**src/ptpc_consts.svh**
```systemverilog
// Register offsets, field positions, reset values and pin timing for the periodic timer
// Included by the design modules, the monitor and the bench; definitions only
`ifndef PTPC_CONSTS_SVH
`define PTPC_CONSTS_SVH

`define PTPC_ADDR_W        6
`define PTPC_OFS_CTRL      6'h00
`define PTPC_OFS_PERIOD    6'h04
`define PTPC_OFS_COMPARE   6'h08
`define PTPC_OFS_STATUS    6'h0C
`define PTPC_OFS_COUNT     6'h10

`define PTPC_CTL_RUN       0
`define PTPC_CTL_MODE_LO   1
`define PTPC_CTL_MODE_HI   2
`define PTPC_CTL_PIN_LO    3
`define PTPC_CTL_PIN_HI    4
`define PTPC_CTL_CCLR      5
`define PTPC_CTL_OINIT     6
`define PTPC_CTL_OINV      7
`define PTPC_CTL_CAPSRC    8
`define PTPC_CTL_W         9
`define PTPC_CTL_RESET     9'h000

`define PTPC_STS_AFLAG     0
`define PTPC_STS_PFLAG     1
`define PTPC_STS_W         2

`define PTPC_PRESCALE_RESET 8'h00
`define PTPC_SYNC_STAGES   3

`define PTPC_RESP_OKAY     2'h0
`define PTPC_RESP_SLVERR   2'h2

`endif

```
**src/ptpc_pkg.sv**
```systemverilog
// Types shared by the periodic timer modules
// Pairs with ptpc_consts.svh, which holds the numeric constants
package ptpc_pkg;

  typedef enum logic [1:0]
  {
    PTPC_MODE_COMPARE = 2'h0,
    PTPC_MODE_CAPTURE = 2'h1,
    PTPC_MODE_PWM     = 2'h2,
    PTPC_MODE_TIMER   = 2'h3
  } ptpc_mode_e;

  typedef enum logic [1:0]
  {
    PTPC_PIN_LOW    = 2'h0,
    PTPC_PIN_HIGH   = 2'h1,
    PTPC_PIN_ACTIVE = 2'h2,
    PTPC_PIN_PULSE  = 2'h3
  } ptpc_pin_e;

endpackage : ptpc_pkg

```
**src/ptpc_sync.sv**
```systemverilog
// Three-flop synchroniser with a two-stage agreement filter for one pin
// Assumes the pin is asynchronous to aclk
`timescale 1ns/1ps
`include "ptpc_consts.svh"

module ptpc_sync
(
  input  wire logic aclk,
  input  wire logic aresetn,
  input  wire logic pin,
  output logic      level,
  output logic      rise,
  output logic      fall
);
  import ptpc_pkg::*;

  logic [`PTPC_SYNC_STAGES-1:0] stage;

  always_ff @(posedge aclk)
  begin
    if (!aresetn)
      stage <= '0;
    else
      stage <= {stage[`PTPC_SYNC_STAGES-2:0], pin};
  end

  // Level changes only when the second and third stages agree
  always_ff @(posedge aclk)
  begin
    if (!aresetn)
      level <= 1'b0;
    else if (stage[1] == stage[2])
      level <= stage[2];
  end

  assign rise = (stage[1] == stage[2]) && stage[2] && !level;
  assign fall = (stage[1] == stage[2]) && !stage[2] && level;

endmodule : ptpc_sync

```
**src/ptpc_axil.sv**
```systemverilog
// AXI4-Lite slave front end: decodes one write and one read at a time
// Assumes a single master; register storage lives in the timer core
`timescale 1ns/1ps
`include "ptpc_consts.svh"

module ptpc_axil
(
  input  wire logic                    aclk,
  input  wire logic                    aresetn,
  input  wire logic [`PTPC_ADDR_W-1:0] s_axi_awaddr,
  input  wire logic                    s_axi_awvalid,
  output logic                         s_axi_awready,
  input  wire logic [31:0]             s_axi_wdata,
  input  wire logic [3:0]              s_axi_wstrb,
  input  wire logic                    s_axi_wvalid,
  output logic                         s_axi_wready,
  output logic [1:0]                   s_axi_bresp,
  output logic                         s_axi_bvalid,
  input  wire logic                    s_axi_bready,
  input  wire logic [`PTPC_ADDR_W-1:0] s_axi_araddr,
  input  wire logic                    s_axi_arvalid,
  output logic                         s_axi_arready,
  output logic [31:0]                  s_axi_rdata,
  output logic [1:0]                   s_axi_rresp,
  output logic                         s_axi_rvalid,
  input  wire logic                    s_axi_rready,
  output logic                         wr_en,
  output logic [`PTPC_ADDR_W-1:0]      wr_addr,
  output logic [31:0]                  wr_data,
  output logic [3:0]                   wr_strb,
  input  wire logic                    wr_ok,
  output logic                         rd_en,
  output logic [`PTPC_ADDR_W-1:0]      rd_addr,
  input  wire logic [31:0]             rd_data,
  input  wire logic                    rd_ok
);
  import ptpc_pkg::*;

  logic                    aw_held;
  logic                    w_held;
  logic [`PTPC_ADDR_W-1:0] held_addr;
  logic [31:0]             held_data;
  logic [3:0]              held_strb;

  // The core sees the held copy, or the bus itself when that half arrives in the write cycle
  assign wr_addr = aw_held ? held_addr : s_axi_awaddr;
  assign wr_data = w_held ? held_data : s_axi_wdata;
  assign wr_strb = w_held ? held_strb : s_axi_wstrb;

  assign s_axi_awready = !aw_held && !s_axi_bvalid;
  assign s_axi_wready  = !w_held && !s_axi_bvalid;
  assign wr_en = (aw_held || s_axi_awvalid) && (w_held || s_axi_wvalid) && !s_axi_bvalid;

  // Address and data may arrive in either order; each is held until both are in
  always_ff @(posedge aclk)
  begin
    if (!aresetn)
    begin
      aw_held <= 1'b0;
      w_held  <= 1'b0;
      held_addr <= '0;
      held_data <= '0;
      held_strb <= '0;
    end
    else if (wr_en)
    begin
      aw_held <= 1'b0;
      w_held  <= 1'b0;
    end
    else
    begin
      if (s_axi_awvalid && s_axi_awready)
      begin
        aw_held <= 1'b1;
        held_addr <= s_axi_awaddr;
      end
      if (s_axi_wvalid && s_axi_wready)
      begin
        w_held  <= 1'b1;
        held_data <= s_axi_wdata;
        held_strb <= s_axi_wstrb;
      end
    end
  end

  always_ff @(posedge aclk)
  begin
    if (!aresetn)
    begin
      s_axi_bvalid <= 1'b0;
      s_axi_bresp  <= `PTPC_RESP_OKAY;
    end
    else if (wr_en)
    begin
      s_axi_bvalid <= 1'b1;
      s_axi_bresp  <= wr_ok ? `PTPC_RESP_OKAY : `PTPC_RESP_SLVERR;
    end
    else if (s_axi_bready)
      s_axi_bvalid <= 1'b0;
  end

  assign s_axi_arready = !s_axi_rvalid;
  assign rd_en   = s_axi_arvalid && s_axi_arready;
  assign rd_addr = s_axi_araddr;

  always_ff @(posedge aclk)
  begin
    if (!aresetn)
    begin
      s_axi_rvalid <= 1'b0;
      s_axi_rdata  <= '0;
      s_axi_rresp  <= `PTPC_RESP_OKAY;
    end
    else if (rd_en)
    begin
      s_axi_rvalid <= 1'b1;
      s_axi_rdata  <= rd_ok ? rd_data : 32'h00000000;
      s_axi_rresp  <= rd_ok ? `PTPC_RESP_OKAY : `PTPC_RESP_SLVERR;
    end
    else if (s_axi_rready)
      s_axi_rvalid <= 1'b0;
  end

endmodule : ptpc_axil

```
**src/ptpc_timer.sv**
```systemverilog
// Periodic timer: edge-aligned PWM, single-pulse output and capture input
// Assumes AXI4-Lite register access and asynchronous trigger/capture pins
//
// Design decisions made here: register access over AXI4-Lite and the placing of the registers.
`timescale 1ns/1ps
`include "ptpc_consts.svh"

module ptpc_timer
#(
  parameter int CNT_W = 10
)
(
  input  wire logic                    aclk,
  input  wire logic                    aresetn,
  input  wire logic [`PTPC_ADDR_W-1:0] s_axi_awaddr,
  input  wire logic                    s_axi_awvalid,
  output logic                         s_axi_awready,
  input  wire logic [31:0]             s_axi_wdata,
  input  wire logic [3:0]              s_axi_wstrb,
  input  wire logic                    s_axi_wvalid,
  output logic                         s_axi_wready,
  output logic [1:0]                   s_axi_bresp,
  output logic                         s_axi_bvalid,
  input  wire logic                    s_axi_bready,
  input  wire logic [`PTPC_ADDR_W-1:0] s_axi_araddr,
  input  wire logic                    s_axi_arvalid,
  output logic                         s_axi_arready,
  output logic [31:0]                  s_axi_rdata,
  output logic [1:0]                   s_axi_rresp,
  output logic                         s_axi_rvalid,
  input  wire logic                    s_axi_rready,
  input  wire logic                    external_clock_pin,
  input  wire logic                    capture_input_pin,
  output logic                         timer_out,
  output logic                         timer_out_oe
);
  import ptpc_pkg::*;

  if (CNT_W != 10 && CNT_W != 16)
  begin : g_bad_width
    $error("ptpc_timer: CNT_W must be 10 or 16");
  end

  logic                    wr_en, wr_ok, rd_en, rd_ok;
  logic [`PTPC_ADDR_W-1:0] wr_addr, rd_addr;
  logic [31:0]             wr_data, rd_data;
  logic [3:0]              wr_strb;

  ptpc_axil u_bus
  (
    .aclk, .aresetn, .s_axi_awaddr, .s_axi_awvalid, .s_axi_awready, .s_axi_wdata, .s_axi_wstrb,
    .s_axi_wvalid, .s_axi_wready, .s_axi_bresp, .s_axi_bvalid, .s_axi_bready, .s_axi_araddr,
    .s_axi_arvalid, .s_axi_arready, .s_axi_rdata, .s_axi_rresp, .s_axi_rvalid, .s_axi_rready,
    .wr_en, .wr_addr, .wr_data, .wr_strb, .wr_ok, .rd_en, .rd_addr, .rd_data, .rd_ok
  );

  logic ext_level, ext_rise, ext_fall;
  logic cap_level, cap_rise, cap_fall;

  ptpc_sync u_sync_ext
  (
    .aclk, .aresetn, .pin (external_clock_pin), .level (ext_level), .rise (ext_rise), .fall (ext_fall)
  );
  ptpc_sync u_sync_cap
  (
    .aclk, .aresetn, .pin (capture_input_pin), .level (cap_level), .rise (cap_rise), .fall (cap_fall)
  );

  // Control register fields
  logic [`PTPC_CTL_W-1:0] timer_control_one;
  logic [CNT_W-1:0]       period_value, compare_a_value, count;
  logic [7:0]             prescale, tick_cnt;
  logic                   compare_a_flag, compare_p_flag, run_prev, pulse_out, pwm_level;

  logic       count_run_bit, clear_source_select, output_initial_level, output_invert, capture_source_select;
  ptpc_mode_e mode;
  ptpc_pin_e  pin_fn;

  assign count_run_bit         = timer_control_one[`PTPC_CTL_RUN];
  assign mode                  = ptpc_mode_e'(timer_control_one[`PTPC_CTL_MODE_HI:`PTPC_CTL_MODE_LO]);
  assign pin_fn                = ptpc_pin_e'(timer_control_one[`PTPC_CTL_PIN_HI:`PTPC_CTL_PIN_LO]);
  assign clear_source_select   = timer_control_one[`PTPC_CTL_CCLR];
  assign output_initial_level  = timer_control_one[`PTPC_CTL_OINIT];
  assign output_invert         = timer_control_one[`PTPC_CTL_OINV];
  assign capture_source_select = timer_control_one[`PTPC_CTL_CAPSRC];

  logic is_pwm, is_pulse, is_cap;
  assign is_pwm   = (mode == PTPC_MODE_PWM) && (pin_fn != PTPC_PIN_PULSE);
  assign is_pulse = (mode == PTPC_MODE_PWM) && (pin_fn == PTPC_PIN_PULSE);
  assign is_cap   = (mode == PTPC_MODE_CAPTURE);

  // Timer tick: one per (prescale+1) bus clocks
  logic tick;
  assign tick = count_run_bit && (tick_cnt == prescale);

  logic run_rise;
  assign run_rise = count_run_bit && !run_prev;

  // Period zero wraps at the full count, so matching zero is never a wrap point
  // A run rise restarts from zero in PWM, pulse and capture modes, so the stale count may not match in that cycle
  logic p_match, a_match;
  assign p_match = tick && !run_rise && (period_value != '0)
                   && (count == period_value - CNT_W'(1));
  assign a_match = tick && !run_rise && (count == compare_a_value - CNT_W'(1));

  // Capture edge selection
  logic src_rise, src_fall, cap_edge;
  assign src_rise = capture_source_select ? ext_rise : cap_rise;
  assign src_fall = capture_source_select ? ext_fall : cap_fall;
  always_comb
  begin
    unique case (pin_fn)
      PTPC_PIN_LOW:    cap_edge = src_rise;
      PTPC_PIN_HIGH:   cap_edge = src_fall;
      PTPC_PIN_ACTIVE: cap_edge = src_rise || src_fall;
      PTPC_PIN_PULSE:  cap_edge = 1'b0;
    endcase
  end
  logic do_capture;
  assign do_capture = is_cap && count_run_bit && cap_edge;

  // Pulse trigger from the external clock pin
  logic ext_trigger;
  assign ext_trigger = is_pulse && !count_run_bit && ext_rise;

  logic pulse_end;
  assign pulse_end = is_pulse && count_run_bit && a_match;

  logic wr_ctrl;
  assign wr_ctrl = wr_en && (wr_addr == `PTPC_OFS_CTRL);

  assign wr_ok = (wr_addr == `PTPC_OFS_CTRL) || (wr_addr == `PTPC_OFS_PERIOD)
                 || (wr_addr == `PTPC_OFS_COMPARE) || (wr_addr == `PTPC_OFS_STATUS)
                 || (wr_addr == `PTPC_OFS_COUNT);

  always_ff @(posedge aclk)
  begin
    if (!aresetn)
    begin
      timer_control_one <= `PTPC_CTL_RESET;
      prescale          <= `PTPC_PRESCALE_RESET;
    end
    else
    begin
      if (wr_ctrl && wr_strb[0])
        timer_control_one[7:0] <= wr_data[7:0];
      if (wr_ctrl && wr_strb[1])
        timer_control_one[`PTPC_CTL_CAPSRC] <= wr_data[`PTPC_CTL_CAPSRC];
      if (wr_ctrl && wr_strb[2])
        prescale <= wr_data[23:16];
      // Hardware run changes win over the same-cycle software write
      if (ext_trigger)
        timer_control_one[`PTPC_CTL_RUN] <= 1'b1;
      else if (pulse_end)
        timer_control_one[`PTPC_CTL_RUN] <= 1'b0;
    end
  end

  always_ff @(posedge aclk)
  begin
    if (!aresetn)
      period_value <= '0;
    else if (wr_en && wr_addr == `PTPC_OFS_PERIOD)
      period_value <= CNT_W'(wr_data);
  end

  // Capture overrides a same-cycle software write
  always_ff @(posedge aclk)
  begin
    if (!aresetn)
      compare_a_value <= '0;
    else if (do_capture)
      compare_a_value <= count;
    else if (wr_en && wr_addr == `PTPC_OFS_COMPARE)
      compare_a_value <= CNT_W'(wr_data);
  end

  always_ff @(posedge aclk)
  begin
    if (!aresetn || !count_run_bit || tick)
      tick_cnt <= '0;
    else
      tick_cnt <= tick_cnt + 8'h01;
  end

  always_ff @(posedge aclk)
  begin
    if (!aresetn)
      run_prev <= 1'b0;
    else
      run_prev <= count_run_bit;
  end

  // Counter
  always_ff @(posedge aclk)
  begin
    if (!aresetn)
      count <= '0;
    else if (run_rise && (is_pulse || is_cap || is_pwm))
      count <= '0;
    else if (tick)
    begin
      if (is_pulse)
        count <= count + CNT_W'(1);
      else if (p_match && (is_pwm || is_cap || !clear_source_select))
        count <= '0;
      else if (!is_pwm && !is_cap && clear_source_select && a_match)
        count <= '0;
      else
        count <= count + CNT_W'(1);
    end
  end

  // Flags: hardware set wins over a write-one clear
  logic clr_a, clr_p;
  assign clr_a = wr_en && (wr_addr == `PTPC_OFS_STATUS) && wr_strb[0] && wr_data[`PTPC_STS_AFLAG];
  assign clr_p = wr_en && (wr_addr == `PTPC_OFS_STATUS) && wr_strb[0] && wr_data[`PTPC_STS_PFLAG];

  logic set_a, set_p;
  assign set_a = (is_pwm && a_match) || pulse_end || do_capture;
  assign set_p = (is_pwm || is_cap) && p_match;

  always_ff @(posedge aclk)
  begin
    if (!aresetn)
      compare_a_flag <= 1'b0;
    else if (set_a)
      compare_a_flag <= 1'b1;
    else if (clr_a)
      compare_a_flag <= 1'b0;
  end

  always_ff @(posedge aclk)
  begin
    if (!aresetn)
      compare_p_flag <= 1'b0;
    else if (set_p)
      compare_p_flag <= 1'b1;
    else if (clr_p)
      compare_p_flag <= 1'b0;
  end

  // PWM active phase: count below compare; compare at or above period stays active
  always_ff @(posedge aclk)
  begin
    if (!aresetn)
      pwm_level <= 1'b0;
    else if (!count_run_bit)
      pwm_level <= 1'b0;
    else if (period_value == '0)
      pwm_level <= ({1'b0, count} < {1'b0, compare_a_value});
    else
      pwm_level <= (count < compare_a_value) || (compare_a_value >= period_value);
  end

  // Single pulse output: active between run rise and run fall
  always_ff @(posedge aclk)
  begin
    if (!aresetn)
      pulse_out <= 1'b0;
    else
      pulse_out <= is_pulse && count_run_bit && !pulse_end;
  end

  logic next_out;
  always_comb
  begin
    next_out = 1'b0;
    if (is_pwm)
    begin
      unique case (pin_fn)
        PTPC_PIN_LOW:    next_out = 1'b0;
        PTPC_PIN_HIGH:   next_out = 1'b1;
        default:         next_out = (pwm_level ~^ output_initial_level) ^ output_invert;
      endcase
    end
    else if (is_pulse)
      next_out = pulse_out ^ output_invert;
  end

  always_ff @(posedge aclk)
  begin
    if (!aresetn)
    begin
      timer_out    <= 1'b0;
      timer_out_oe <= 1'b0;
    end
    else
    begin
      timer_out    <= next_out;
      timer_out_oe <= is_pwm || is_pulse;
    end
  end

  // Register read mux
  always_comb
  begin
    rd_data = 32'h00000000;
    rd_ok   = 1'b1;
    unique case (rd_addr)
      `PTPC_OFS_CTRL:    rd_data = {8'h00, prescale, 7'h00, timer_control_one};
      `PTPC_OFS_PERIOD:  rd_data = 32'(period_value);
      `PTPC_OFS_COMPARE: rd_data = 32'(compare_a_value);
      `PTPC_OFS_STATUS:  rd_data = {30'h0, compare_p_flag, compare_a_flag};
      `PTPC_OFS_COUNT:   rd_data = {29'h0, cap_level, ext_level, timer_out} |
                                   32'(count) << 16;
      default:           rd_ok   = 1'b0;
    endcase
  end

endmodule : ptpc_timer

```
**config.mk**
```make
export PLATFORM = sky130hd
export DESIGN_NAME = ptpc_timer
export DESIGN_NICKNAME = d
export VERILOG_FILES = /design/src/ptpc_pkg.sv /design/src/ptpc_sync.sv /design/src/ptpc_axil.sv /design/src/ptpc_timer.sv
export VERILOG_INCLUDE_DIRS = /design/src
export SDC_FILE = /design/constraint.sdc
export NUM_CORES = 1
export LEC_CHECK = 0
export BUFFER_PORTS_ARGS = -buffer_cell sky130_fd_sc_hd__buf_2
export CORE_AREA = 2 2 133 122
export DETAILED_ROUTE_END_ITERATION = 16
export DIE_AREA = 0 0 135 124
export PLACE_DENSITY = 0.74
export SLEW_MARGIN = 20
export SYNTH_ARGS = -nofsm -noshare
export SYNTH_HDL_FRONTEND = slang
export SYNTH_SLANG_ARGS = --single-unit
```
**constraint.sdc**
```tcl
create_clock -name aclk -period 3.8 [get_ports aclk]
set_input_delay 0.76 -clock aclk [delete_from_list [all_inputs] [get_ports aclk]]
set_output_delay 0.76 -clock aclk [all_outputs]
set_load 0.03 [all_outputs]
```
# ---- Yosys cells after proc, flatten, opt, wreduce, memory -nomap -nowiden
# Cells that the tools add are included.
dict set report word_totals {
  in_bits 57
  register_bits 143
  n_memories 0
  word_cells 189
  latch_bits 0
  romBits 0
  out_inout_bits 43
  ramBits 0
}
dict set report classes {
  n_addsub 4
  n_bitwise 6
  magnitude_cmp 3
  div 0
  n_eq_ne 19
  multipliers 0
  mux 31
  n_reduce_logical 97
  n_shift 0
}
# op n
set op_table {}
lappend op_table {{case mux 26 bit (5 select lines)} 1}
lappend op_table {{2-to-1 mux 10 bit} 5}
lappend op_table {{logical AND 1 bit} 47}
lappend op_table {{2-to-1 mux 26 bit} 1}
lappend op_table {{bitwise OR 3 x 26 -> 26 bit} 1}
lappend op_table {{equality test 6 x 4 -> 1 bit, second input constant} 4}
lappend op_table {{2-to-1 mux 24 bit} 1}
lappend op_table {{equality test 10 bit} 2}
lappend op_table {{< comparator 10 bit} 2}
lappend op_table {{subtractor 10 x 1 -> 10 bit, second input constant} 2}
lappend op_table {{logical OR 1 bit} 17}
lappend op_table {{2-to-1 mux 1 bit} 17}
lappend op_table {{zero test 1 bit} 16}
lappend op_table {{equality test 6 x 3 -> 1 bit, second input constant} 2}
lappend op_table {{equality test 6 x 5 -> 1 bit, second input constant} 2}
lappend op_table {{zero test 6 bit} 2}
lappend op_table {{adder 10 x 1 -> 10 bit, second input constant} 1}
lappend op_table {{>= comparator 10 bit} 1}
lappend op_table {{zero test 10 bit} 1}
lappend op_table {{nonzero test 10 bit} 1}
lappend op_table {{nonzero test 2 bit} 5}
lappend op_table {{adder 8 x 1 -> 8 bit, second input constant} 1}
lappend op_table {{equality test 8 bit} 1}
lappend op_table {{equality test 2 bit, second input constant} 3}
lappend op_table {{other kinds (16)} 24}

# ---- Depth between registers and ports, before layout
# Gate-level depths: netlist of run 1.
dict set report depth {
  ltp_word 9
  depth_mapped 9
  depth_no_buf 8
}

# ---- Modules after synthesis
# Synthesis of run 1 repeated with hierarchy kept, for this count alone.
dict set report hier_totals {
  cells_unflattened 970
  area_unflattened_um2 8589.5
}
# module seq_area_each_um2 area_each_um2 cells_each instances
set by_module_without_submodules {}
lappend by_module_without_submodules {ptpc_timer 1241.2 4519.3 530 1}
lappend by_module_without_submodules {ptpc_axil 1601.5 3749.8 410 1}
lappend by_module_without_submodules {ptpc_sync 80.1 160.2 15 2}

# ---- Worst setup path before layout of run 1
# No wires, ideal clock.
dict set report synth_path {
  path_kind {in2reg}
  from {in s_axi_awaddr[4]}
  to {reg prescale[6]}
  n_path_buf 1
  t_required_ns 3.714
  path_stages 7
  setup_time_ns 0.086
  setup_slack_ns 1.276
  arrival_time_ns 2.438
  path_cell_list {nor3_1 > a31oi_1 > or4_1 > nor2_1 > clkbuf_1 > nor2_1 > a211oi_1}
}
dict set report synth_via {
  elab_chain_cells 4
}
# element line
set synth_lines {}
lappend synth_lines {{start: declaration} ptpc_timer.sv:15} ;# input wire logic [`PTPC_ADDR_W-1:0] s_axi_awaddr,
lappend synth_lines {{2-to-1 mux 6 bit} ptpc_axil.sv:46} ;# assign wr_addr = aw_held ? held_addr : s_axi_awaddr;
lappend synth_lines {{zero test 6 bit (no source line)} n/a}
lappend synth_lines {{logical AND 1 bit} ptpc_timer.sv:130} ;# assign wr_ctrl = wr_en && (wr_addr == `PTPC_OFS_CTRL);
lappend synth_lines {{logical AND 1 bit} ptpc_timer.sv:149} ;# if (wr_ctrl && wr_strb[2])
lappend synth_lines {{end signal: assignment} ptpc_timer.sv:141} ;# prescale <= `PTPC_PRESCALE_RESET;
lappend synth_lines {{end signal: assignment} ptpc_timer.sv:150} ;# prescale <= wr_data[23:16];
lappend synth_lines {{end: declaration} ptpc_timer.sv:72} ;# logic [7:0] prescale, tick_cnt;
# No other way between the ends.
# A chain may end at the register's enable or synchronous reset.

# ---- Worst setup path in the final report of run 1
dict set report layout_path {
  from {reg compare_a_value[4]}
  to {reg count[9]}
}
dict set report layout_via {
  elab_chain_cells 7
}
# element line
set layout_lines {}
lappend layout_lines {{start: declaration} ptpc_timer.sv:71} ;# logic [CNT_W-1:0] period_value, compare_a_value, count;
lappend layout_lines {{start signal: assignment} ptpc_timer.sv:173} ;# compare_a_value <= count;
lappend layout_lines {{start signal: assignment} ptpc_timer.sv:175} ;# compare_a_value <= CNT_W'(wr_data);
lappend layout_lines {{subtractor 10 x 1 -> 10 bit} ptpc_timer.sv:104} ;# assign a_match = tick && !run_rise && (count == compare_a_value - CNT_W'(1));
lappend layout_lines {{equality test 10 bit} ptpc_timer.sv:104}
lappend layout_lines {{logical AND 1 bit} ptpc_timer.sv:104}
lappend layout_lines {{logical AND 1 bit} ptpc_timer.sv:207} ;# else if (!is_pwm && !is_cap && clear_source_select && a_match)
lappend layout_lines {{2-to-1 mux 10 bit} ptpc_timer.sv:207}
lappend layout_lines {{2-to-1 mux 10 bit} ptpc_timer.sv:205} ;# else if (p_match && (is_pwm || is_cap || !clear_source_select))
lappend layout_lines {{2-to-1 mux 10 bit} ptpc_timer.sv:203} ;# if (is_pulse)
lappend layout_lines {{end signal: assignment} ptpc_timer.sv:204} ;# count <= count + CNT_W'(1);
lappend layout_lines {{end signal: assignment} ptpc_timer.sv:210} ;# count <= count + CNT_W'(1);
lappend layout_lines {{end: declaration} ptpc_timer.sv:71}
# No other way between the ends.

==> out/results.txt, run 1 <==
P_leak = 3.14 nW
Status = completed
Worst Hold Class = register to register
Async S/R FF share, synth = 0
CTS clk-pin slew, worst paths = 0.06 ns
WL/cell = 16.9 um
Crit. path cell count = 6
Relative slew slack = 0.323
Synthesized area per cell = 8.47 um2
Final Cycle Share = 0.750
Fillers = 1451
Startpoint types = register
Max Cap Viol = 0
CP max stage cell = nor4_4
Antenna Cells = 0
Yosys synthesis warning count = 0
CP Cell Sequence = or3_1 -> or4_4 -> a2111oi_4 -> o21ai_2 -> nor4_4 -> nor3_1
Vias in the first global route = 5442
Largest stage delay, worst path = 0.60 ns
Post-Route Utilization = 0.511
Largest net degree at the start of global routing = 67
Cell family with the largest share of critical-path delay = simple AND/OR/NAND/NOR gates
CORE AREA = 0.0153 mm2
Via count = 5914
Nets = 940
Worst-margin pin slew = 1.01 ns
CTS tree = yes
Iteration-0 DRC Markers = 409
Largest family of logic cells by synthesized area = simple AND/OR/NAND/NOR gates
Worst R2R Path Depth = 6
Die width = 135 um
Number of port buffers = 70
Main synth FF type = dfxtp_1
Avg Vias per Cell = 5.55
PostCTS Resize Cnt = 0
Setup Buffers After CTS = 0
Initial antenna violation count = 0
Gate Count Post-Synth = 803
Post-synth EDFFs = 0
PwrDens = 430 mW/mm2
Die height = 124 um
Initial DRT Pass Iterations = 5
R2r endpoint = count[9]$_SDFFE_PP0P_
Worst Skew = 0.00676 ns
Hpwl dp = 12700 um
GP Congestion = 0.937
Max-slew violations = 0
Xor/xnor share of the synthesized area = 0.0644
Worst reg-to-reg setup slack = 0.95 ns
Worst EP required = 4.06 ns
Critical Path End = count[9]$_SDFFE_PP0P_
CP Capture Type = register
Post-Synth Simple-Gate Area = 0.200
WP data arrival = 3.11 ns
H-tree depth = 4
Post-route ant nets = 0
Global route overflow = 0
Seq/Total Area, Yosys = 0.362
RR Startpoint = compare_a_value[4]$_SDFFE_PN0P_
RSZ-0062 raised after global routing = no
Root Buffer = clkbuf_16
Final Hold Viols = 0
Clk Latency, worst-skew pair = 0.41 ns
Worst-path maximum fanout = 10
Fmax = 351 MHz
Longest Clk Path Bufs = 2
CP Buf/Inv Count = 0
Peak supply drop = 330 uV
Crit Path Class = register to register
Hold-fix buffer count after cts = 0
I/O pin count = 100
Hold_ws = 0.430 ns
Drt drc = 0
Clock Sink Count = 123
Synth cell types = 66
Tmin final = 2.85 ns
Mapped Area = 0.00680 mm2
Inserted Clock Buffers = 17
Post-synthesis to final-layout area growth = 14.9%
Power, Total = 3.36 mW
Setup_tns = 0 ns
Compound-cell area share of the yosys netlist = 0.134
Std-Cell Rows = 43
Share of layout cells above drive strength 1 = 0.160
First-pass GRT wire length = 28700 um
Global-route usage over all layers = 0.223
Post-Synth Adder-Cell Area = 0.0589
Crit path launch = compare_a_value[4]$_SDFFE_PN0P_
Total die area = 0.0167 mm2
Multiplexer share of the synthesized area = 0.113
#FFs+latches synth = 123
Total Wirelength = 18000 um
Endpoints failing setup = 0
Starting density of the core = 0.445
where the power goes:
part | switching [mW] | total [mW] | leakage [nW] | internal, mW
logic | 0.243 | 0.373 | 1.85 | 0.130
registers | 0.0460 | 1.38 | 0.998 | 1.33
clock network | 0.579 | 1.61 | 0.293 | 1.03
total | 0.868 | 3.36 | 3.14 | 2.50
layout by cell type (no fill, tap or decap), types with 3 or more instances in the layout:
master	count
dfxtp_1	123
nor2_1	95
nand2_1	70
buf_2	70
mux2i_1	51
a21oi_1	50
nor3_1	41
inv_1	39
xnor2_1	35
ha_1	32
o21ai_0	22
nand3_1	17
mux2_2	17
clkbuf_16	17
xor2_1	15
a211oi_1	14
conb_1	14
and3_1	11
a221oi_1	11
buf_4	9
nor4_1	7
a21o_1	6
a22oi_1	6
nand4_1	5
nor2b_1	5
and2_1	5
nand2b_1	4
a31oi_1	4
clkbuf_8	4
and3b_1	3
nand3b_1	3
or4_1	3
clkinv_4	3
cell families (layout without fill, tap and decap cells):
kind of cell    count (synthesis)  count (layout)
simple gates                  283             283
compound gates                139             139
flops                         123             123
buf+inv                       103             150
mux                            72              72
xor+xnor                       50              50
fa+ha+maj                      32              32
other cells                     1              14
worst register-to-register path, delay by kind of cell, from the launching register on:
kind,cells,cell delay (ns)
AO/OA/AOI/OAI,2,0.51
flip-flops,1,0.44
AND/OR/NAND/NOR,4,1.75
synthesized netlist by cell type (all sizes together), types with 6 or more instances:
library cell	instances	area [um2]
a211oi	14	105
a21o	6	45.0
a21oi	50	250
a221oi	11	96.3
a22oi	6	45.0
and3	11	68.8
buf	23	150
clkbuf	40	150
dfxtp	123	2460
ha	32	400
inv	40	150
mux2	19	214
mux2i	51	510
nand2	70	263
nand3	17	85.1
nor2	95	357
nor3	41	205
nor4	9	86.3
o21ai	24	124
xnor2	35	307
xor2	15	131
per-stage QoR:
| step | instances | cell area [um2] | setup WS, ns |
|---|---|---|---|
| 5_1_grt | 1065 | 7820 | 0.804 |
| 2_1_floorplan | 816 | 6850 | 1.28 |
| 3_5_place_dp | 1034 | 7220 | 0.925 |
| 3_3_place_gp | 1034 | 7220 | 0.926 |
| 4_1_cts | 1065 | 7820 | 0.943 |
| 6_report | 1065 | 7820 | 0.950 |
registers in the layout, indices dropped and copies added, names as in the netlist, 3 cells and up:
name               cells
compare_a_value       10
tick_cnt               8
u_bus.held_data       18
u_bus.held_addr        6
period_value          10
count                 10
u_sync_ext.stage       3
u_sync_cap.stage       3
u_bus.s_axi_rdata     20
u_bus.held_strb        3
prescale               8
timer_control_one      9
how the worst min path moves through the flow:
stage | from | to | slack (ns) | depth (start not counted)
floorplan | u_sync_cap.stage[0]$_SDFF_PN0_ | u_sync_cap.stage[1]$_SDFF_PN0_ | 0.41 | 1
global placement | u_sync_ext.stage[0]$_SDFF_PN0_ | u_sync_ext.stage[1]$_SDFF_PN0_ | 0.42 | 1
detailed placement | u_sync_ext.stage[0]$_SDFF_PN0_ | u_sync_ext.stage[1]$_SDFF_PN0_ | 0.42 | 1
CTS | u_sync_ext.stage[0]$_SDFF_PN0_ | u_sync_ext.stage[1]$_SDFF_PN0_ | 0.43 | 1
global route | u_sync_cap.stage[0]$_SDFF_PN0_ | u_sync_cap.stage[1]$_SDFF_PN0_ | 0.45 | 1
finish | u_sync_ext.stage[0]$_SDFF_PN0_ | u_sync_ext.stage[1]$_SDFF_PN0_ | 0.43 | 1
layout make-up:
cell class,instances,area (um2),area share
tap,202,253,0.0323
clock inverter,9,113,0.0144
timing repair buffer,79,418,0.0535
inverter,40,150,0.0192
clock buffer,22,484,0.0620
sequential,123,2460,0.315
multi-input combinational,590,3940,0.504
layer usage:
| metal | track usage | part of all wire | up-vias |
|---|---|---|---|
| met2 | 0.358 | 0.46 | 218 |
| met5 | 0 | 0 | - |
| met4 | 0.0618 | 0.015 | 0 |
| li1 | - | - | 2884 |
| met1 | 0.302 | 0.45 | 2791 |
| met3 | 0.0513 | 0.074 | 21 |
(Power assumes the default switching activity.)
==> inputs of run 2 (changes only) <==
==> constraint.sdc (replaced) <==
create_clock -name aclk -period 2.75 [get_ports aclk]
set_input_delay 0.55 -clock aclk [delete_from_list [all_inputs] [get_ports aclk]]
set_output_delay 0.55 -clock aclk [all_outputs]
set_load 0.03 [all_outputs]
==> run 2 against run 1 <==
Utilization up 0.84 points. Register-to-register slack worse by 0.83 ns. Non-clock buffer count up 22. Die area unchanged. First-iteration DRC count up 0.73%. Count of clock-buffer cells in the layout down 1. Clock skew up 0.0022 ns. Critical endpoint is now pulse_out$_SDFF_PN0_. Largest power group unchanged.
==> out/results.txt, run 2 (synthesized netlist as in run 1, its figures left out) <==
Most frequent cells in the layout = dfxtp_1, nor2_1, nand2_1, buf_2, mux2i_1 (unchanged)
CTS clk-pin slew, worst paths = 0.06 ns (about the same)
Worst-margin pin slew = 0.797 ns (was 1.01 ns)
WP data arrival = 2.94 ns (was 3.11 ns)
Post-synthesis to final-layout area growth = 16.8% (was 14.9%)
Fmax = 381 MHz (was 351 MHz)
Hold Path Depth = 2 (was 1)
H-tree depth = 4 (unchanged)
Total Wirelength = 18500 um (was 18000 um)
Via count = 6089 (was 5914)
Avg Vias per Cell = 5.60 (was 5.55)
Max Cap Viol = 0 (unchanged)
RSZ-0062 raised after global routing = no (unchanged)
Drt drc = 0 (unchanged)
WL/cell = 17.0 um (was 16.9 um)
Hpwl dp = 13300 um (was 12700 um)
Share of layout cells above drive strength 1 = 0.178 (was 0.160)
Gr busiest metal = met2 (unchanged)
Worst R2R Path Depth = 6 (unchanged)
P_leak = 3.23 nW (was 3.14 nW)
Worst Skew = 0.00901 ns (was 0.00676 ns)
Largest register by flop count = u_bus.s_axi_rdata (unchanged)
Global-route usage over all layers = 0.232 (was 0.223)
Total die area = 0.0167 mm2 (unchanged)
Met1 usage = 0.305 (was 0.302)
Max FFs per register = 20 (unchanged)
Worst-path maximum fanout = 5 (was 10)
Worst reg-to-reg setup slack = 0.12 ns (was 0.95 ns)
Setup_tns = 0 ns (unchanged)
Worst Hold Class = primary input to register (was register to register)
Post-place setup slack = 0.157 ns (was 0.925 ns)
CP Capture Type = register (unchanged)
Clk Latency, worst-skew pair = 0.43 ns (was 0.41 ns)
Worst EP required = 3.06 ns (was 4.06 ns)
Std-Cell Rows = 43 (unchanged)
Hold_ws = 0.299 ns (was 0.430 ns)
Final Cycle Share = 0.955 (was 0.750)
Most common cell after layout, fill and taps aside = dfxtp_1 (unchanged)
GP Congestion = 0.926 (was 0.937)
RR Startpoint = compare_a_value[0]$_SDFFE_PN0P_ (was compare_a_value[4]$_SDFFE_PN0P_)
Starting density of the core = 0.445 (unchanged)
Relative slew slack = 0.453 (was 0.323)
Initial DRT Pass Iterations = 5 (unchanged)
Longest Clk Path Bufs = 2 (unchanged)
CTS tree = yes (unchanged)
Clock Sink Count = 123 (unchanged)
Vias in the first global route = 5740 (was 5442)
Max-slew violations = 0 (unchanged)
Antenna Cells = 0 (unchanged)
Number of port buffers = 70 (unchanged)
Biggest registers after layout = u_bus.s_axi_rdata x20, u_bus.held_data x18 (unchanged)
Root Buffer = clkbuf_16 (unchanged)
First-pass GRT wire length = 29800 um (was 28700 um)
Die height = 124 um (unchanged)
Status = completed (unchanged)
Iteration-0 DRC Markers = 412 (was 409)
PostCTS Resize Cnt = 0 (unchanged)
Startpoint types = register (unchanged)
Peak supply drop = 463 uV (was 330 uV)
Setup Buffers After CTS = 0 (unchanged)
Global route overflow = 0 (unchanged)
Crit Path Class = register to register (unchanged)
PwrDens = 578 mW/mm2 (was 430 mW/mm2)
I/O pin count = 100 (unchanged)
Power, Total = 4.59 mW (was 3.36 mW)
Largest net degree at the start of global routing = 27 (was 67)
Tmin final = 2.63 ns (was 2.85 ns)
R2r endpoint = pulse_out$_SDFF_PN0_ (was count[9]$_SDFFE_PP0P_)
GRT met3 Usage = 0.0602 (was 0.0513)
GRT met2 Usage = 0.362 (was 0.358)
Initial antenna violation count = 0 (unchanged)
CORE AREA = 0.0153 mm2 (unchanged)
Die width = 135 um (unchanged)
Post-route ant nets = 0 (unchanged)
Final Hold Viols = 0 (unchanged)
Hold Crit Start = s_axi_rready (was u_sync_ext.stage[0]$_SDFF_PN0_)
Inserted Clock Buffers = 17 (unchanged)
Setup slack after layout = 0.124 ns (was 0.950 ns)
Nets = 962 (was 940)
Endpoints failing setup = 0 (unchanged)
Hold-fix buffer count after cts = 0 (unchanged)
Hold path endpoint = u_bus.s_axi_rvalid$_SDFFE_PN0P_ (was u_sync_ext.stage[1]$_SDFF_PN0_)
-- run 2: cell types whose count changed in the layout (fill, tap and decap cells not counted) --
cell        previous run  this run
clkinvlp_4             1         3
inv_6                  1         2
clkinv_4               3         0
clkinv_2               2         4
buf_4                  9        31
clkbuf_8               4         0
clkbuf_1               1         4
-- run 2: worst max path at each step --
| stage | startpoint | endpoint | slack [ns] | cells past startpoint |
|---|---|---|---|---|
| 2_1_floorplan | compare_a_value[2]$_SDFFE_PN0P_ | pulse_out$_SDFF_PN0_ | 0.23 | 7 |
| 3_3_place_gp | compare_a_value[0]$_SDFFE_PN0P_ | pulse_out$_SDFF_PN0_ | 0.17 | 6 |
| 3_5_place_dp | compare_a_value[0]$_SDFFE_PN0P_ | pulse_out$_SDFF_PN0_ | 0.16 | 6 |
| 4_1_cts | compare_a_value[0]$_SDFFE_PN0P_ | pulse_out$_SDFF_PN0_ | 0.14 | 6 |
| 5_1_grt | compare_a_value[0]$_SDFFE_PN0P_ | pulse_out$_SDFF_PN0_ | 0.05 | 6 |
| 6_report | compare_a_value[0]$_SDFFE_PN0P_ | pulse_out$_SDFF_PN0_ | 0.12 | 6 |
-- run 2: worst max-delay path: stages, from the launching register on --
cell       delay, ns
dfxtp_1         0.36
or4_4           0.58
or4_4           0.44
a2111oi_4       0.36
o21ai_2         0.13
or3_4           0.43
and3_1          0.20
-- run 2: per-layer routing --
layer  up-vias  share of wire  wire length, um
met5         -              0                0
met1      2849           0.45             8260
li1       2932              -                -
met2       263           0.45             8330
met4         0          0.024              436
met3        45          0.080             1470
-- run 2: report_power, final --
group | internal (mW) | switching (mW)
sequential | 1.84 | 0.0488
clock | 1.33 | 0.821
combinational | 0.196 | 0.357
-- run 2: metrics by stage --
stage          instances   util  instance area [um2]
5_1_grt             1088  0.520                 7940
6_report            1088  0.520                 7940
2_1_floorplan        816      -                 6850
3_3_place_gp        1056  0.483                 7380
4_1_cts             1088  0.520                 7940
3_5_place_dp        1056  0.483                 7380
-- run 2: final cells by class --
type                            instances  area, um2
Clock buffer                           21        440
Tap cell                              202        253
Fill cell                            1407       7340
Sequential cell                       123       2460
Multi-Input combinational cell        590       3940
Clock inverter                         11        120
Timing Repair Buffer                  101        583
Inverter                               40        150
==> inputs of run 3 (changes only) <==
--- a/config.mk
+++ b/config.mk
@@ -6,11 +6,12 @@
 export SDC_FILE = /design/constraint.sdc
 export NUM_CORES = 1
 export LEC_CHECK = 0
+export ABC_AREA = 1
 export BUFFER_PORTS_ARGS = -buffer_cell sky130_fd_sc_hd__buf_2
-export CORE_AREA = 2 2 133 122
+export CORE_AREA = 2 2 135 124
 export DETAILED_ROUTE_END_ITERATION = 16
-export DIE_AREA = 0 0 135 124
-export PLACE_DENSITY = 0.74
+export DIE_AREA = 0 0 137 126
+export PLACE_DENSITY = 0.73
 export SLEW_MARGIN = 20
 export SYNTH_ARGS = -nofsm -noshare
 export SYNTH_HDL_FRONTEND = slang
==> run 3 against run 2 <==
Non-clock buffer count shrank 19. Count of clock-buffer cells in the layout fell by 4. Via count up 11%. Power barely moved. Clock skew is 0.0010 ns lower. Combinational power down 19%. Sequential cell count is the same. Register-to-register slack gained 0.27 ns. Wire length up 2.2%. Highest routed layer unchanged.
==> out/results.txt, run 3 <==
Status = completed (unchanged)
Placement Cell Area = 0.00745 mm2 (was 0.00738 mm2)
Startpoint types = register (unchanged)
Worst-path maximum fanout = 6 (was 5)
Most common cell in the synthesized netlist = nand2_1 (was dfxtp_1)
Worst EP required = 3.06 ns (about the same)
Synth top area share = 0.352 (was 0.362)
Largest net degree at the start of global routing = 52 (was 27)
Most common cell after layout, fill and taps aside = nand2_1 (was dfxtp_1)
Multi-input gate area = 0.00371 mm2 (was 0.00394 mm2)
Crit Path Class = register to register (unchanged)
Initial DRT Pass Iterations = 5 (unchanged)
First-pass GRT wire length = 30800 um (was 29800 um)
Via count = 6771 (was 6089)
PostCTS Resize Cnt = 0 (unchanged)
Relative slew slack = 0.553 (was 0.453)
Endpoints failing setup = 0 (unchanged)
Total die area = 0.0173 mm2 (was 0.0167 mm2)
CORE AREA = 0.0159 mm2 (was 0.0153 mm2)
Global route overflow = 0 (unchanged)
WP data arrival = 2.67 ns (was 2.94 ns)
Post-synth EDFFs = 0 (unchanged)
CP max stage cell = dfxtp_1 (was or4_4)
Main synth FF type = dfxtp_1 (unchanged)
Iteration-0 DRC Markers = 557 (was 412)
Longest Clk Path Bufs = 2 (unchanged)
Drt drc = 0 (unchanged)
Global-route usage over all layers = 0.227 (was 0.232)
Share of layout cells above drive strength 1 = 0.131 (was 0.178)
I/O pin count = 100 (unchanged)
Largest register by flop count = u_bus.s_axi_rdata (unchanged)
Worst reg-to-reg setup slack = 0.39 ns (was 0.12 ns)
Dominant cell type by area after synthesis = dfxtp_1 (unchanged)
RR Startpoint = period_value[0]$_SDFFE_PN0P_ (was compare_a_value[0]$_SDFFE_PN0P_)
Antenna Cells = 0 (unchanged)
Tmin final = 2.36 ns (was 2.63 ns)
CP Capture Type = register (unchanged)
Final Hold Viols = 0 (unchanged)
PwrDens = 570 mW/mm2 (was 578 mW/mm2)
Final Cycle Share = 0.858 (was 0.955)
Root Buffer = clkbuf_16 (unchanged)
P_leak = 3.61 nW (was 3.23 nW)
Largest stage delay, worst path = 0.48 ns (was 0.58 ns)
Fillers = 1590 (was 1407)
Inserted Clock Buffers = 17 (unchanged)
Finished Layout Cells = 1308 (was 1088)
Starting density of the core = 0.441 (was 0.445)
Hpwl dp = 14100 um (was 13300 um)
Mapped Area = 0.00699 mm2 (was 0.00680 mm2)
Gate Count Post-Synth = 1028 (was 803)
CP Cell Sequence = inv_1 -> ha_1 -> nand2_1 -> inv_1 -> nand3_1 -> nand2_1 -> nand2_1 -> nand2_1 -> nor2_1 -> nand3_1 -> nand2_1 -> nand3_2 -> nand2_4 -> nor2_1 (was or4_4 -> or4_4 -> a2111oi_4 -> o21ai_2 -> or3_4 -> and3_1)
Clk Latency, worst-skew pair = 0.43 ns (about the same)
Max-slew violations = 0 (unchanged)
Total Wirelength = 18900 um (was 18500 um)
Vias in the first global route = 6207 (was 5740)
Max Cap Viol = 0 (unchanged)
Area contributors post-synth = dfxtp_1, nand2_1, inv_1 (was dfxtp_1, mux2i_1, ha_1)
WL/cell = 14.5 um (was 17.0 um)
Number of port buffers = 70 (unchanged)
Biggest registers after layout = u_bus.s_axi_rdata x20, u_bus.held_data x18 (unchanged)
Yosys synthesis warning count = 0 (unchanged)
Seq/Total Area, Yosys = 0.352 (was 0.362)
Crit path launch = period_value[0]$_SDFFE_PN0P_ (was compare_a_value[0]$_SDFFE_PN0P_)
Post-synth top cells = nand2_1, inv_1, dfxtp_1 (was dfxtp_1, nor2_1, nand2_1)
Std-Cell Rows = 44 (was 43)
Worst R2R Path Depth = 14 (was 6)
Max FFs per register = 20 (unchanged)
Initial antenna violation count = 0 (unchanged)
Setup_tns = 0 ns (unchanged)
CTS tree = yes (unchanged)
Post-route ant nets = 0 (unchanged)
GP Congestion = 0.912 (was 0.926)
Synth cell types = 47 (was 66)
Clock Sink Count = 123 (unchanged)
Critical Path End = count[3]$_SDFFE_PP0P_ (was pulse_out$_SDFF_PN0_)
H-tree depth = 4 (unchanged)
Cell repeated most along the worst path = nand2_1 (was or4_4)
Most frequent cells in the layout = nand2_1, inv_1, dfxtp_1 (was dfxtp_1, nor2_1, nand2_1, buf_2, mux2i_1)
Peak supply drop = 362 uV (was 463 uV)
RSZ-0062 raised after global routing = no (unchanged)
R2r endpoint = count[3]$_SDFFE_PP0P_ (was pulse_out$_SDFF_PN0_)
Post-synthesis to final-layout area growth = 15.2% (was 16.8%)
Synthesized area per cell = 6.80 um2 (was 8.47 um2)
Async S/R FF share, synth = 0 (unchanged)
Hold-fix buffer count after cts = 0 (unchanged)
Placed Instances = 1277 (was 1056)
Die width = 137 um (was 135 um)
Worst Hold Class = primary input to register (unchanged)
Register area = 0.00246 mm2 (unchanged)
Setup Buffers After CTS = 0 (unchanged)
Die height = 126 um (was 124 um)
Nets = 1178 (was 962)
Avg Vias per Cell = 5.18 (was 5.60)
Worst-margin pin slew = 0.663 ns (was 0.797 ns)
Final instance area = 0.00805 mm2 (was 0.00794 mm2)
Fmax = 424 MHz (was 381 MHz)
#FFs+latches synth = 123 (unchanged)
Worst Skew = 0.00801 ns (was 0.00901 ns)
CTS clk-pin slew, worst paths = 0.06 ns (about the same)
[run 3: cell count changes in the layout (fill, tap and decap cells not counted), sizes merged, moves of 27 or more]
cell   change
nand2    +137
a21oi     +55
mux2i     -51
o21ai     +86
nor3      -27
inv      +115
[run 3: worst min-delay path by stage]
stage / slack, ns / to / start / cells after the start
2_1_floorplan: 0.39 / u_sync_cap.stage[1]$_SDFF_PN0_ / u_sync_cap.stage[0]$_SDFF_PN0_ / 2
3_3_place_gp: 0.39 / u_sync_ext.stage[1]$_SDFF_PN0_ / u_sync_ext.stage[0]$_SDFF_PN0_ / 2
3_5_place_dp: 0.40 / u_sync_cap.stage[1]$_SDFF_PN0_ / u_sync_cap.stage[0]$_SDFF_PN0_ / 2
4_1_cts: 0.29 / u_sync_cap.stage[0]$_SDFF_PN0_ / capture_input_pin / 3
5_1_grt: 0.31 / u_sync_cap.stage[0]$_SDFF_PN0_ / capture_input_pin / 3
6_report: 0.30 / u_sync_cap.stage[0]$_SDFF_PN0_ / capture_input_pin / 3
[run 3: critical path: cells and delay by family, from the launching register on]
| family | cells | cell delay [ns] |
|---|---|---|
| adders and majority gates | 1 | 0.26 |
| and+or+nand+nor | 11 | 1.26 |
| DFF | 1 | 0.48 |
| buffers and inverters | 2 | 0.25 |
[run 3: power by group]
part	internal, mW	switching, mW
sequential	1.83	0.0262
clock	1.42	0.860
combinational	0.136	0.312
[run 3: cells by family (layout without fill, tap and decap cells)]
logic type,Yosys count,in the layout,synth area share
XOR/XNOR,27,27,0.0338
AO/OA/AOI/OAI,259,259,0.200
flip-flops,123,123,0.352
adder cells (fa/ha/maj),32,32,0.0573
AND/OR/NAND/NOR,377,377,0.231
buffers and inverters,209,269,0.124
other,1,14,0.000536
[run 3: cell type report]
class | instances | share of cell area
Clock inverter | 14 | 0.0214
Clock buffer | 17 | 0.0528
Multi-Input combinational cell | 709 | 0.460
Timing Repair Buffer | 82 | 0.0547
Inverter | 156 | 0.0727
Sequential cell | 123 | 0.306
Tap cell | 207 | 0.0322
[run 3: layer usage]
metal | share of wire | routed length [um] | global-route usage
met2 | 0.43 | 8160 | 0.343
met4 | 0.026 | 485 | 0.0746
met1 | 0.45 | 8480 | 0.313
met5 | 0 | 0 | 0
met3 | 0.094 | 1780 | 0.0636
[run 3: metrics by stage]
| step | utilization | setup WS, ns | hold slack [ns] | power, mW |
|---|---|---|---|---|
| 2_1_floorplan | - | 0.936 | 0.390 | 2.23 |
| 4_1_cts | 0.508 | 0.454 | 0.293 | 4.61 |
| 3_5_place_dp | 0.470 | 0.464 | 0.398 | 2.34 |
| 6_report | 0.508 | 0.390 | 0.305 | 4.59 |
| 3_3_place_gp | 0.470 | 0.526 | 0.394 | 2.34 |
| 5_1_grt | 0.508 | 0.204 | 0.312 | 4.77 |
